`src/core/ckp_pkg.sv`:
```
// package: offsets, field positions, reset values and timing of the pin control block
package ckp_pkg;

    ////////////////////////////////////////////////////////////////////////////////
    // register map
    localparam logic [7:0] CKP_PIN_CTL_OFFSET = 8'h24;
    localparam int CKP_ADR_W = 8;

    ////////////////////////////////////////////////////////////////////////////////
    // field positions inside card_pin_control_state
    localparam int CKP_SYNC_BIT = 30;
    localparam int CKP_RESET_LEVEL_BIT = 18;
    localparam int CKP_POWER_LEVEL_BIT = 17;
    localparam int CKP_DATA_LEVEL_BIT = 16;
    localparam int CKP_POWER_INVERT_BIT = 11;
    localparam int CKP_DATA_DRIVE_BIT = 9;
    localparam int CKP_CLOCK_RUN_BIT = 6;
    localparam int CKP_POWER_DRIVE_BIT = 0;

    ////////////////////////////////////////////////////////////////////////////////
    // reset values of the writable fields
    localparam logic CKP_POWER_INVERT_RST = 1'b0;
    localparam logic CKP_POWER_DRIVE_RST = 1'b0;
    localparam logic CKP_DATA_DRIVE_RST = 1'b1;
    localparam logic CKP_CLOCK_RUN_RST = 1'b0;

    ////////////////////////////////////////////////////////////////////////////////
    // timing, in cycles of the 100 MHz clock
    localparam int CKP_XFER_CYCLES = 3;
    localparam int CKP_CLK_HALF_CYCLES = 2;

    // settings carried from the register into the pin logic
    typedef struct packed {
        logic power_polarity_invert;
        logic power_pin_drive;
        logic data_pin_drive;
        logic card_clock_free_run;
    } ckp_pin_cfg_t;

endpackage

```
`src/core/ckp_pin_ctl.sv`:
```
// module: card pin control and status register with its pin drivers
//
// Behaviour
// - sync flag reads 1 while a written setting is in transfer, then 0.
// - bit 18 reads the card reset pin level, 1 for high.
// - bit 17 reads the card power pin level, 1 for high.
// - bit 16 reads the card data pin level, 1 for high.
// - power pin equals power inversion bit XOR power enable bit.
// - writing data drive 0 pulls the data pin low, 1 releases it high.
// - reading the data drive bit returns the live data pin level.
// - sequences update the data drive bit; software leaves it alone then.
// - clock run 0 stops the card clock, 1 lets it run freely.
// - sequences change clock run; software leaves it alone then.
// - power enable write drives the power pin; read returns its level.
`timescale 1ns/1ps
`default_nettype none
module ckp_pin_ctl
    import ckp_pkg::*;
#(
    parameter int XFER_CYCLES = CKP_XFER_CYCLES,
    parameter int CLK_HALF_CYCLES = CKP_CLK_HALF_CYCLES
) (
    input wire logic clk_i,
    input wire logic rst_i,
    // wishbone classic slave
    input wire logic wb_cyc_i,
    input wire logic wb_stb_i,
    input wire logic wb_we_i,
    input wire logic [CKP_ADR_W-1:0] wb_adr_i,
    input wire logic [3:0] wb_sel_i,
    input wire logic [31:0] wb_dat_i,
    output logic [31:0] wb_dat_o,
    output logic wb_ack_o,
    // sequencer side
    input wire logic seq_active_i,
    input wire logic seq_data_drive_i,
    input wire logic seq_clock_run_i,
    input wire logic card_reset_drive_i,
    // card pins
    output logic card_reset_pin_o,
    output logic card_power_pin_o,
    output logic card_clk_o,
    input wire logic card_io_pin_i,
    output logic card_io_pin_o,
    output logic card_io_pin_oe_o
);

    localparam int HW = (CLK_HALF_CYCLES > 1) ? $clog2(CLK_HALF_CYCLES) : 1;

    ////////////////////////////////////////////////////////////////////////////////
    // elaboration checks

    // the clock divider needs at least one cycle per half period
    if (CLK_HALF_CYCLES < 1) begin : g_bad_half
        $error("ckp_pin_ctl: CLK_HALF_CYCLES must be at least 1");
    end

    // the transfer needs at least one cycle
    if (XFER_CYCLES < 1) begin : g_bad_xfer
        $error("ckp_pin_ctl: XFER_CYCLES must be at least 1");
    end

    ////////////////////////////////////////////////////////////////////////////////
    // state

    typedef struct packed {
        logic ack;
        logic [31:0] rdat;
        ckp_pin_cfg_t shadow;
        logic load;
        logic data_drive;
        logic clock_run;
        logic seq_was;
        logic [HW-1:0] div_cnt;
        logic card_clk;
        logic reset_pin;
        logic power_pin;
        logic io_oe;
    } ckp_state_t;

    ckp_state_t st_reg;
    ckp_state_t st_next;

    // transfer port
    logic xfer_busy;
    logic xfer_done;
    ckp_pin_cfg_t xfer_cfg;

    // bus decode
    logic req;
    logic hit;
    logic wr_commit;

    // register view
    logic [31:0] rd_word;

    ////////////////////////////////////////////////////////////////////////////////
    // bus decode

    // a request is answered one cycle after it appears
    assign req = wb_cyc_i & wb_stb_i;
    assign hit = (wb_adr_i[CKP_ADR_W-1:2] == CKP_PIN_CTL_OFFSET[CKP_ADR_W-1:2]);
    // the write lands on the edge at which ack is high
    assign wr_commit = req & wb_we_i & st_reg.ack & hit;

    ////////////////////////////////////////////////////////////////////////////////
    // read view

    // status bits, data drive and power enable show pin levels, sync flag the transfer, other control fields their current state, all other bits read 0
    always_comb begin
        rd_word = 32'h0000_0000;
        rd_word[CKP_SYNC_BIT] = xfer_busy;
        rd_word[CKP_RESET_LEVEL_BIT] = st_reg.reset_pin;
        rd_word[CKP_POWER_LEVEL_BIT] = st_reg.power_pin;
        rd_word[CKP_DATA_LEVEL_BIT] = card_io_pin_i;
        rd_word[CKP_POWER_INVERT_BIT] = st_reg.shadow.power_polarity_invert;
        rd_word[CKP_DATA_DRIVE_BIT] = card_io_pin_i;
        rd_word[CKP_CLOCK_RUN_BIT] = st_reg.clock_run;
        rd_word[CKP_POWER_DRIVE_BIT] = st_reg.power_pin;
    end

    ////////////////////////////////////////////////////////////////////////////////
    // next state

    always_comb begin
        st_next = st_reg;
        st_next.load = 1'b0;

        // single wait state handshake, ack drops the cycle after
        st_next.ack = req & ~st_reg.ack;
        if (req & ~st_reg.ack) begin
            st_next.rdat = hit ? rd_word : 32'h0000_0000;
        end

        // register write: only writable fields, by byte lane
        if (wr_commit & ~xfer_busy) begin
            st_next.load = 1'b1;
            if (wb_sel_i[CKP_POWER_INVERT_BIT / 8]) begin
                st_next.shadow.power_polarity_invert = wb_dat_i[CKP_POWER_INVERT_BIT];
            end
            if (wb_sel_i[CKP_POWER_DRIVE_BIT / 8]) begin
                st_next.shadow.power_pin_drive = wb_dat_i[CKP_POWER_DRIVE_BIT];
            end
            // sequence owned bits keep their value while one runs
            if (wb_sel_i[CKP_DATA_DRIVE_BIT / 8] & ~seq_active_i) begin
                st_next.shadow.data_pin_drive = wb_dat_i[CKP_DATA_DRIVE_BIT];
            end
            if (wb_sel_i[CKP_CLOCK_RUN_BIT / 8] & ~seq_active_i) begin
                st_next.shadow.card_clock_free_run = wb_dat_i[CKP_CLOCK_RUN_BIT];
            end
        end

        // sequencer takes the data and clock settings while active
        st_next.seq_was = seq_active_i;
        if (seq_active_i) begin
            st_next.data_drive = seq_data_drive_i;
            st_next.clock_run = seq_clock_run_i;
        end else if (st_reg.seq_was) begin
            // keep what the sequence left, and show it in the register
            st_next.shadow.data_pin_drive = st_reg.data_drive;
            st_next.shadow.card_clock_free_run = st_reg.clock_run;
        end else if (xfer_done) begin
            st_next.data_drive = xfer_cfg.data_pin_drive;
            st_next.clock_run = xfer_cfg.card_clock_free_run;
        end

        // power pin: inversion xor enable
        st_next.power_pin = xfer_cfg.power_polarity_invert
                          ^ xfer_cfg.power_pin_drive;

        // reset pin follows the reset drive from the sequencer side
        st_next.reset_pin = card_reset_drive_i;

        // data pin is open drain: pull low for 0, release for 1
        st_next.io_oe = ~st_reg.data_drive;

        // card clock divider, held low when stopped
        if (st_reg.clock_run) begin
            if (st_reg.div_cnt == HW'(CLK_HALF_CYCLES - 1)) begin
                st_next.div_cnt = '0;
                st_next.card_clk = ~st_reg.card_clk;
            end else begin
                st_next.div_cnt = st_reg.div_cnt + 1'b1;
            end
        end else begin
            st_next.div_cnt = '0;
            st_next.card_clk = 1'b0;
        end
    end

    ////////////////////////////////////////////////////////////////////////////////
    // state register

    always_ff @(posedge clk_i) begin
        if (rst_i) begin
            st_reg.ack <= 1'b0;
            st_reg.rdat <= 32'h0000_0000;
            st_reg.shadow <= '{CKP_POWER_INVERT_RST, CKP_POWER_DRIVE_RST,
                               CKP_DATA_DRIVE_RST, CKP_CLOCK_RUN_RST};
            st_reg.load <= 1'b0;
            st_reg.data_drive <= CKP_DATA_DRIVE_RST;
            st_reg.clock_run <= CKP_CLOCK_RUN_RST;
            st_reg.seq_was <= 1'b0;
            st_reg.div_cnt <= '0;
            st_reg.card_clk <= 1'b0;
            st_reg.reset_pin <= 1'b0;
            st_reg.power_pin <= CKP_POWER_INVERT_RST ^ CKP_POWER_DRIVE_RST;
            st_reg.io_oe <= ~CKP_DATA_DRIVE_RST;
        end else begin
            st_reg <= st_next;
        end
    end

    ////////////////////////////////////////////////////////////////////////////////
    // transfer of the written setting into the pin logic

    ckp_sync_xfer #(
        .XFER_CYCLES(XFER_CYCLES)
    ) u_xfer (
        .clk_i(clk_i),
        .rst_i(rst_i),
        .load_i(st_reg.load),
        .data_i(st_reg.shadow),
        .busy_o(xfer_busy),
        .done_o(xfer_done),
        .data_o(xfer_cfg)
    );

    ////////////////////////////////////////////////////////////////////////////////
    // outputs, all from flops except the constant data pin output

    assign wb_ack_o = st_reg.ack;
    assign wb_dat_o = st_reg.rdat;
    assign card_reset_pin_o = st_reg.reset_pin;
    assign card_power_pin_o = st_reg.power_pin;
    assign card_clk_o = st_reg.card_clk;
    assign card_io_pin_o = 1'b0; // only ever pulls low
    assign card_io_pin_oe_o = st_reg.io_oe;

endmodule // ckp_pin_ctl
`default_nettype wire

```
`src/core/ckp_sync_xfer.sv`:
```
// module: carries a written pin setting into the pin logic and reports it busy meanwhile
`timescale 1ns/1ps
`default_nettype none
module ckp_sync_xfer
    import ckp_pkg::*;
#(
    parameter int XFER_CYCLES = CKP_XFER_CYCLES
) (
    input wire logic clk_i,
    input wire logic rst_i,
    input wire logic load_i,
    input wire ckp_pin_cfg_t data_i,
    output logic busy_o,
    output logic done_o,
    output ckp_pin_cfg_t data_o
);

    localparam int CW = (XFER_CYCLES > 1) ? $clog2(XFER_CYCLES) : 1;

    // refuse a transfer that could not take even one cycle
    if (XFER_CYCLES < 1) begin : g_bad_cycles
        $error("ckp_sync_xfer: XFER_CYCLES must be at least 1");
    end

    typedef struct packed {
        logic busy;
        logic done;
        logic [CW-1:0] cnt;
        ckp_pin_cfg_t hold;
        ckp_pin_cfg_t out;
    } ckp_xfer_state_t;

    ckp_xfer_state_t st_reg;
    ckp_xfer_state_t st_next;

    // a load while busy is dropped: the setting in flight is finished first
    always_comb begin
        st_next = st_reg;
        st_next.done = 1'b0;
        if (st_reg.busy) begin
            if (st_reg.cnt == '0) begin
                st_next.busy = 1'b0;
                st_next.done = 1'b1;
                st_next.out = st_reg.hold;
            end else begin
                st_next.cnt = st_reg.cnt - 1'b1;
            end
        end else if (load_i) begin
            st_next.busy = 1'b1;
            st_next.cnt = CW'(XFER_CYCLES - 1);
            st_next.hold = data_i;
        end
    end

    // state register
    always_ff @(posedge clk_i) begin
        if (rst_i) begin
            st_reg.busy <= 1'b0;
            st_reg.done <= 1'b0;
            st_reg.cnt <= '0;
            st_reg.hold <= '{CKP_POWER_INVERT_RST, CKP_POWER_DRIVE_RST,
                             CKP_DATA_DRIVE_RST, CKP_CLOCK_RUN_RST};
            st_reg.out <= '{CKP_POWER_INVERT_RST, CKP_POWER_DRIVE_RST,
                            CKP_DATA_DRIVE_RST, CKP_CLOCK_RUN_RST};
        end else begin
            st_reg <= st_next;
        end
    end

    assign busy_o = st_reg.busy;
    assign done_o = st_reg.done;
    assign data_o = st_reg.out;

endmodule // ckp_sync_xfer
`default_nettype wire

```
`config.mk`:
```
export PLATFORM = sky130hd
export DESIGN_NAME = ckp_pin_ctl
export DESIGN_NICKNAME = d
export VERILOG_FILES = /design/src/core/ckp_pkg.sv /design/src/core/ckp_pin_ctl.sv /design/src/core/ckp_sync_xfer.sv
export SDC_FILE = /design/constraint.sdc
export NUM_CORES = 1
export LEC_CHECK = 0
export BUFFER_PORTS_ARGS = -buffer_cell sky130_fd_sc_hd__buf_2
export CAP_MARGIN = 20
export CORE_MARGIN = 5
export CORE_UTILIZATION = 23
export DETAILED_ROUTE_END_ITERATION = 16
export PLACE_DENSITY = 0.59
export SETUP_SLACK_MARGIN = 0.1
export SLEW_MARGIN = 25
export SYNTH_ARGS = -nofsm -noshare
export SYNTH_HDL_FRONTEND = slang
export SYNTH_HIERARCHICAL = 1
export SYNTH_SLANG_ARGS = --single-unit
```
`constraint.sdc`:
```
create_clock -name clk_i -period 2.9 [get_ports clk_i]
set_input_delay 0.58 -clock clk_i [delete_from_list [all_inputs] [get_ports clk_i]]
set_output_delay 0.58 -clock clk_i [all_outputs]
set_load 0.03 [all_outputs]
```
==> results.yml, run 1 <==
cts:
  cts_setup_buffers: 0
  clock-root-buffer: "clkbuf_8"
  resized_cells_post_cts: 0
  number_of_hold_buffers_added_after_cts: 0
  cts.clk_slew.worst_paths_ps: 60
  clkLatencyLatePin_ps: 280
  cts.htree.levels: 2
  cts_max_path_buffers: 2
  cts-buffers-inserted: 5
  clkSinkCount: 32
  clock_tree_from_tritoncts: "built"
cells_and_area:
  fillCellCount: 733
  layout.cells.most_common: "buf_2"
  fin_area_um2: 1750
  final_net_count: 255
  largest_register_ff_count: 7
  diodes: 0
  layout.core_utilization: 0.2605
  most-common-layout-cells: "buf_2, dfxtp_1, conb_1"
  stdcell_count: 280
  seqCellArea_um2: 640.6
  multi_input_area_um2: 694.4
  final_layout_size_suffix_gt1_frac: 0.2500
  syn2layout_area_growth_pct: 11.47
global_routing:
  grt_max_degree: 34
  grt_pass1_wl_um: 4823
  grt_pass1_vias: 1039
  gr-total-overflow: 0
  grt_antenna_before_repair: 0
  grt_use_total: 0.07205
power_and_ir_drop:
  total_power_uw: 1003
  power_density_nw_per_um2: 573.1
  vdd.ir_drop.worst_mv: 0.1609
  power_leakage_uw: 0.0007647
timing:
  rsz0062_at_grt: "no"
  post-route-min-period_ps: 1540
  post-route-period-util: 0.5311
  timing.final.setup_violations: 0
  worst_slew_margin_rel: 0.6204
  maxClockFrequency_mhz: 649.2
  timing_max_transition_violations_final: 0
  fin_setup_tns_ps: 0
  final.setup_skew_ps: 4.696
  finalHoldViolations: 0
  slew_at_the_pin_closest_to_its_max_slew_limit_ps: 569.4
synth:
  synth.largest_area_cell: "dfxtp_1"
  yosysSeqAreaShare: 0.4080
  syn_area_um2: 1570
  number_of_flops_mapped_to_enable_cells_by_yosys: 0
  yosys_most_used_dff: "dfxtp_1"
  yosysWarnings: 6
  synth_area_leaders: "dfxtp_1, buf_4, a21oi_1"
  ys_seq_elements: 32
  async_sr_flop_fraction: 0
  synth_area_per_inst_um2: 8.872
  ys_types: 31
  postSynthCellCount: 177
  synth_top_cell_area_share: 0.4080
setup_path:
  cell_count_of_the_worst_reg_to_reg_path: 4
  rr_startpoint: "u_xfer/busy_o$_SDFF_PP0_"
  critical_path_endpoint: "st_reg[9]$_SDFF_PP0_"
  r2r_setup_slack_ps: 1410
  cp-start-kind: "input port"
  worst-setup-path-type: "in2reg"
  timing.critical_path.to_type: "flop"
  reg2reg_to: "st_reg[9]$_SDFF_PP0_"
  crit_start: "wb_adr_i[3]"
  worstPathRequired_ps: 3080
  critical_path_peak_fanout: 5
  cp_data_arrival_time_ps: 1720
floorplan:
  floorplan.die_area_um2: 8579
  io_pins: 92
  width_of_the_chip_um: 92.63
  std_cell_rows: 30
  die_h_um: 92.63
  core_um2: 6719
  initial_utilization: 0.2337
placement:
  gpl.final_weighted_congestion: 0.6868
  placed_cells_incl_taps: 272
  detailed_place.area_um2: 1624
  numPortBuffers: 34
  post_detailed_placement_half_perimeter_wirelength_um: 2311
route:
  drtPass1Iterations: 4
  final_routed_wirelength_um: 2944
  drc: 0
  detailroute.via_count: 1102
  first_iter_violations: 66
  drt.antenna.violating_nets: 0
  avgViaCountPerCell: 3.936
  detail_route.wl_per_cell_um: 10.51
job:
  maxCapViolCount: 0
worst_hold_path:
  hold_path_class: "reg2reg"
run_status:
  run_status: "completed"
-- worst min path at each step --
| stage | start | to | cells past startpoint |
|---|---|---|---|
| after floorplan | st_reg[4]$_SDFF_PP0_ | st_reg[4]$_SDFF_PP0_ | 1 |
| after global placement | st_reg[4]$_SDFF_PP0_ | st_reg[4]$_SDFF_PP0_ | 1 |
| after detailed placement | st_reg[4]$_SDFF_PP0_ | st_reg[4]$_SDFF_PP0_ | 1 |
| after CTS | st_reg[4]$_SDFF_PP0_ | st_reg[4]$_SDFF_PP0_ | 1 |
| after global routing | st_reg[4]$_SDFF_PP0_ | st_reg[4]$_SDFF_PP0_ | 1 |
| final | st_reg[4]$_SDFF_PP0_ | st_reg[4]$_SDFF_PP0_ | 1 |
-- area by class of cell --
type,instances,area share
Clock buffer,7,0.05504
Clock inverter,1,0.01716
Inverter,5,0.01072
Multi-Input combinational cell,121,0.3967
Sequential cell,32,0.3660
Tap cell,80,0.05718
Timing Repair Buffer,34,0.09721
-- kinds of logic (layout without fill, tap and decap cells) --
| logic type | count (synthesis) | in the layout | synth area share |
|---|---|---|---|
| simple gates | 59 | 59 | 0.2080 |
| mux | 9 | 9 | 0.05976 |
| buf+inv | 48 | 47 | 0.2072 |
| xor+xnor | 2 | 2 | 0.01116 |
| flops | 32 | 32 | 0.4080 |
| fa+ha+maj | 2 | 2 | 0.01593 |
| compound gates | 24 | 24 | 0.08765 |
| other cells | 1 | 25 | 0.002388 |
-- per-stage QoR --
stage / worst slack, ps / hold slack [ps]
after global routing: 1255 / 469.7
after CTS: 1354 / 441.1
after global placement: 1052 / 421.0
after floorplan: 1285 / 411.8
after detailed placement: 1054 / 432.7
final: 1360 / 433.2
-- routing by layer --
metal / routed length (um) / vias up / track usage
li1: - / 569 / -
met1: 1183 / 490 / 0.07708
met2: 1436 / 36 / 0.1172
met3: 249 / 7 / 0.03818
met4: 74 / 0 / 0.03297
met5: 0 / - / 0
-- synthesized netlist by cell type, types with 2 or more instances --
master and n:
buf_4 38, dfxtp_1 32, a21oi_1 16, nand2_1 13
nor2_1 13, nand3_1 11, nor2b_1 8, mux2i_1 6
inv_1 5, nand2b_1 4, clkbuf_1 3, mux2_2 3
a211o_1 2, and3b_1 2, buf_2 2, ha_1 2
o21ai_0 2, xnor2_1 2
-- critical path, stage by stage --
cell and delay, ps:
buf_2 110, nor4b_4 310, nand4_2 210, nor3_2 160, mux2_2 340
-- power by group --
group	switching (uW)	leakage, uW	internal (uW)
Combinational	71.6	0.000441	22.0
Clock	159	0.0000645	303
Sequential	3.39	0.000259	444
Total	234	0.000765	769
No activity file was read; power rests on OpenSTA's default activity.
==> run 2, diff against run 1 <==
==> constraint.sdc (replaced) <==
create_clock -name clk_i -period 1.6 [get_ports clk_i]
set_input_delay 0.32 -clock clk_i [delete_from_list [all_inputs] [get_ports clk_i]]
set_output_delay 0.32 -clock clk_i [all_outputs]
set_load 0.03 [all_outputs]
==> results.yml, run 2 (synthesis gave the netlist of run 1 again) <==
global_routing:
  grt_antenna_before_repair: 0
  grt_max_degree: 22
  gr-total-overflow: 0
  grt_use_total: 0.07224
  grt_pass1_vias: 1053
  grt_pass1_wl_um: 4919
setup_path:
  cell_count_of_the_worst_reg_to_reg_path: 4
  crit_start: "wb_ack_o$_SDFF_PP0_"
  cp-start-kind: "flop"
  timing.critical_path.to_type: "flop"
  cp_data_arrival_time_ps: 1560
  maximum_single_stage_delay_on_the_critical_path_ps: 360
  worst-setup-path-type: "reg2reg"
  r2r_setup_slack_ps: 210
  crit_chain: "and3b_1, nand4_2, nor3_2, mux2_2"
  slowest_library_cell_on_the_worst_path: "dfxtp_1"
  reg2reg_to: "st_reg[9]$_SDFF_PP0_"
  critical_path_peak_fanout: 5
  worstPathRequired_ps: 1770
  rr_startpoint: "wb_ack_o$_SDFF_PP0_"
worst_hold_path:
  timing.hold.worst_endpoint: "card_reset_pin_o$_SDFF_PP0_"
  hold_path_class: "in2reg"
  hold-path-cell-count: 2
  holdCritStartpoint: "card_reset_drive_i"
timing:
  finalHoldViolations: 0
  post-route-min-period_ps: 1394
  rsz0062_at_grt: "no"
  timing_max_transition_violations_final: 0
  timing.final.setup_violations: 0
  final.setup_skew_ps: 9.609
  maxClockFrequency_mhz: 717.4
  fin_worst_hold_slack_ps: 262.9
  post-route-period-util: 0.8712
placement:
  post_detailed_placement_half_perimeter_wirelength_um: 2364
  gpl.final_weighted_congestion: 0.6917
  numPortBuffers: 34
  detailed_place.area_um2: 1654
floorplan:
  initial_utilization: 0.2337
  std_cell_rows: 30
  core_um2: 6719
  die_h_um: 92.63
  width_of_the_chip_um: 92.63
  floorplan.die_area_um2: 8579
  io_pins: 92
route:
  detailroute.via_count: 1135
  avgViaCountPerCell: 4.011
  drtPass1Iterations: 4
  wl_met2_um: 1475
  wirelength_met1_um: 1262
  detail_route_met3_wl_um: 236
  first_iter_violations: 75
  drt.antenna.violating_nets: 0
  detail_route.wl_per_cell_um: 10.64
  final_routed_wirelength_um: 3010
  drc: 0
  top_signal_layer_used: "met4"
run_status:
  run_status: "completed"
cts:
  cts-buffers-inserted: 5
  clock_tree_from_tritoncts: "built"
  clkSinkCount: 32
  cts.htree.levels: 2
  clkLatencyLatePin_ps: 280
  clock-root-buffer: "clkbuf_8"
  cts.clk_slew.worst_paths_ps: 70
  cts_max_path_buffers: 2
cells_and_area:
  syn2layout_area_growth_pct: 10.44
  most-common-layout-cells: "buf_2, dfxtp_1, conb_1"
  largest_register_ff_count: 7
  final_layout_size_suffix_gt1_frac: 0.2611
  fin_area_um2: 1734
  diodes: 0
  final_net_count: 259
  layout.cells.most_common: "buf_2"
  fillCellCount: 718
power_and_ir_drop:
  switchingPower_uw: 407.9
  power_frac_clock: 0.365
  part_of_the_total_power_dissipated_in_sequential_elements: 0.523
  power_leakage_uw: 0.0007627
  netSwitchingFraction: 0.2629
  p_int_uw: 1144
  share_comb_of_total_power: 0.112
  vdd.ir_drop.worst_mv: 0.2356
  power_density_nw_per_um2: 894.6
job:
  maxCapViolCount: 0
run 2: changes by cell type in the layout (fill, tap and decap cells not counted), sizes merged:
cell	delta
clkinv	+1
clkbuf	-1
bufinv	-1
buf	+4
run 2: metal layers:
metal  GRT usage  vias to the layer above
met1     0.08160                      526
met5           0                        -
li1            -                      571
met3     0.02924                        5
met2      0.1208                       33
met4     0.02930                        0
run 2: power groups by stage:
stage / sequential, uW / combinational (uW) / clock (uW)
6_report: 811 / 173 / 567
2_1_floorplan: 834 / 171 / 0
3_3_place_gp: 829 / 171 / 0
3_5_place_dp: 829 / 172 / 0
4_1_cts: 811 / 173 / 580
5_1_grt: 812 / 188 / 617
run 2: stage by stage:
stage	setup TNS [ps]	utilization	power [uW]	cells	worst slack (ps)
floorplan	0	-	1005	201	143.6
global placement	-13.59	0.2462	1000	276	-13.59
detailed placement	-16.29	0.2462	1001	276	-16.29
CTS	0	0.2577	1564	283	181.3
global route	0	0.2581	1617	283	117.0
finish	0	0.2581	1551	283	206.0
run 2: worst max-delay path, delay by kind of cell (launching register included):
kind,cells,cell delay [ps]
AND/OR/NAND/NOR,3,580
flip-flops,1,360
multiplexers,1,350
run 2: how the worst max path moves through the flow:
stage / to / slack [ps] / depth (start not counted)
CTS: u_xfer/st_reg[9]$_SDFFE_PP0P_ / 180 / 5
global placement: st_reg[9]$_SDFF_PP0_ / -10 / 5
floorplan: st_reg[9]$_SDFF_PP0_ / 140 / 4
finish: st_reg[9]$_SDFF_PP0_ / 210 / 4
global route: st_reg[9]$_SDFF_PP0_ / 120 / 4
detailed placement: st_reg[9]$_SDFF_PP0_ / -20 / 5
run 2: timing repair:
item / CTS / global route
setup endpoints to repair: 0 / 1
gates resized for setup: 0 / 1
setup buffers: 0 / 0
hold buffers: 0 / 0
run 2: area by class of cell:
type,instances,area [um2],share of cell area
Multi-Input combinational cell,121,696.9,0.4019
Sequential cell,32,640.6,0.3694
Timing Repair Buffer,38,200.2,0.1154
Tap cell,80,100.1,0.05772
Clock buffer,6,72.57,0.04185
Inverter,5,18.77,0.01082
Clock inverter,1,5.005,0.002886
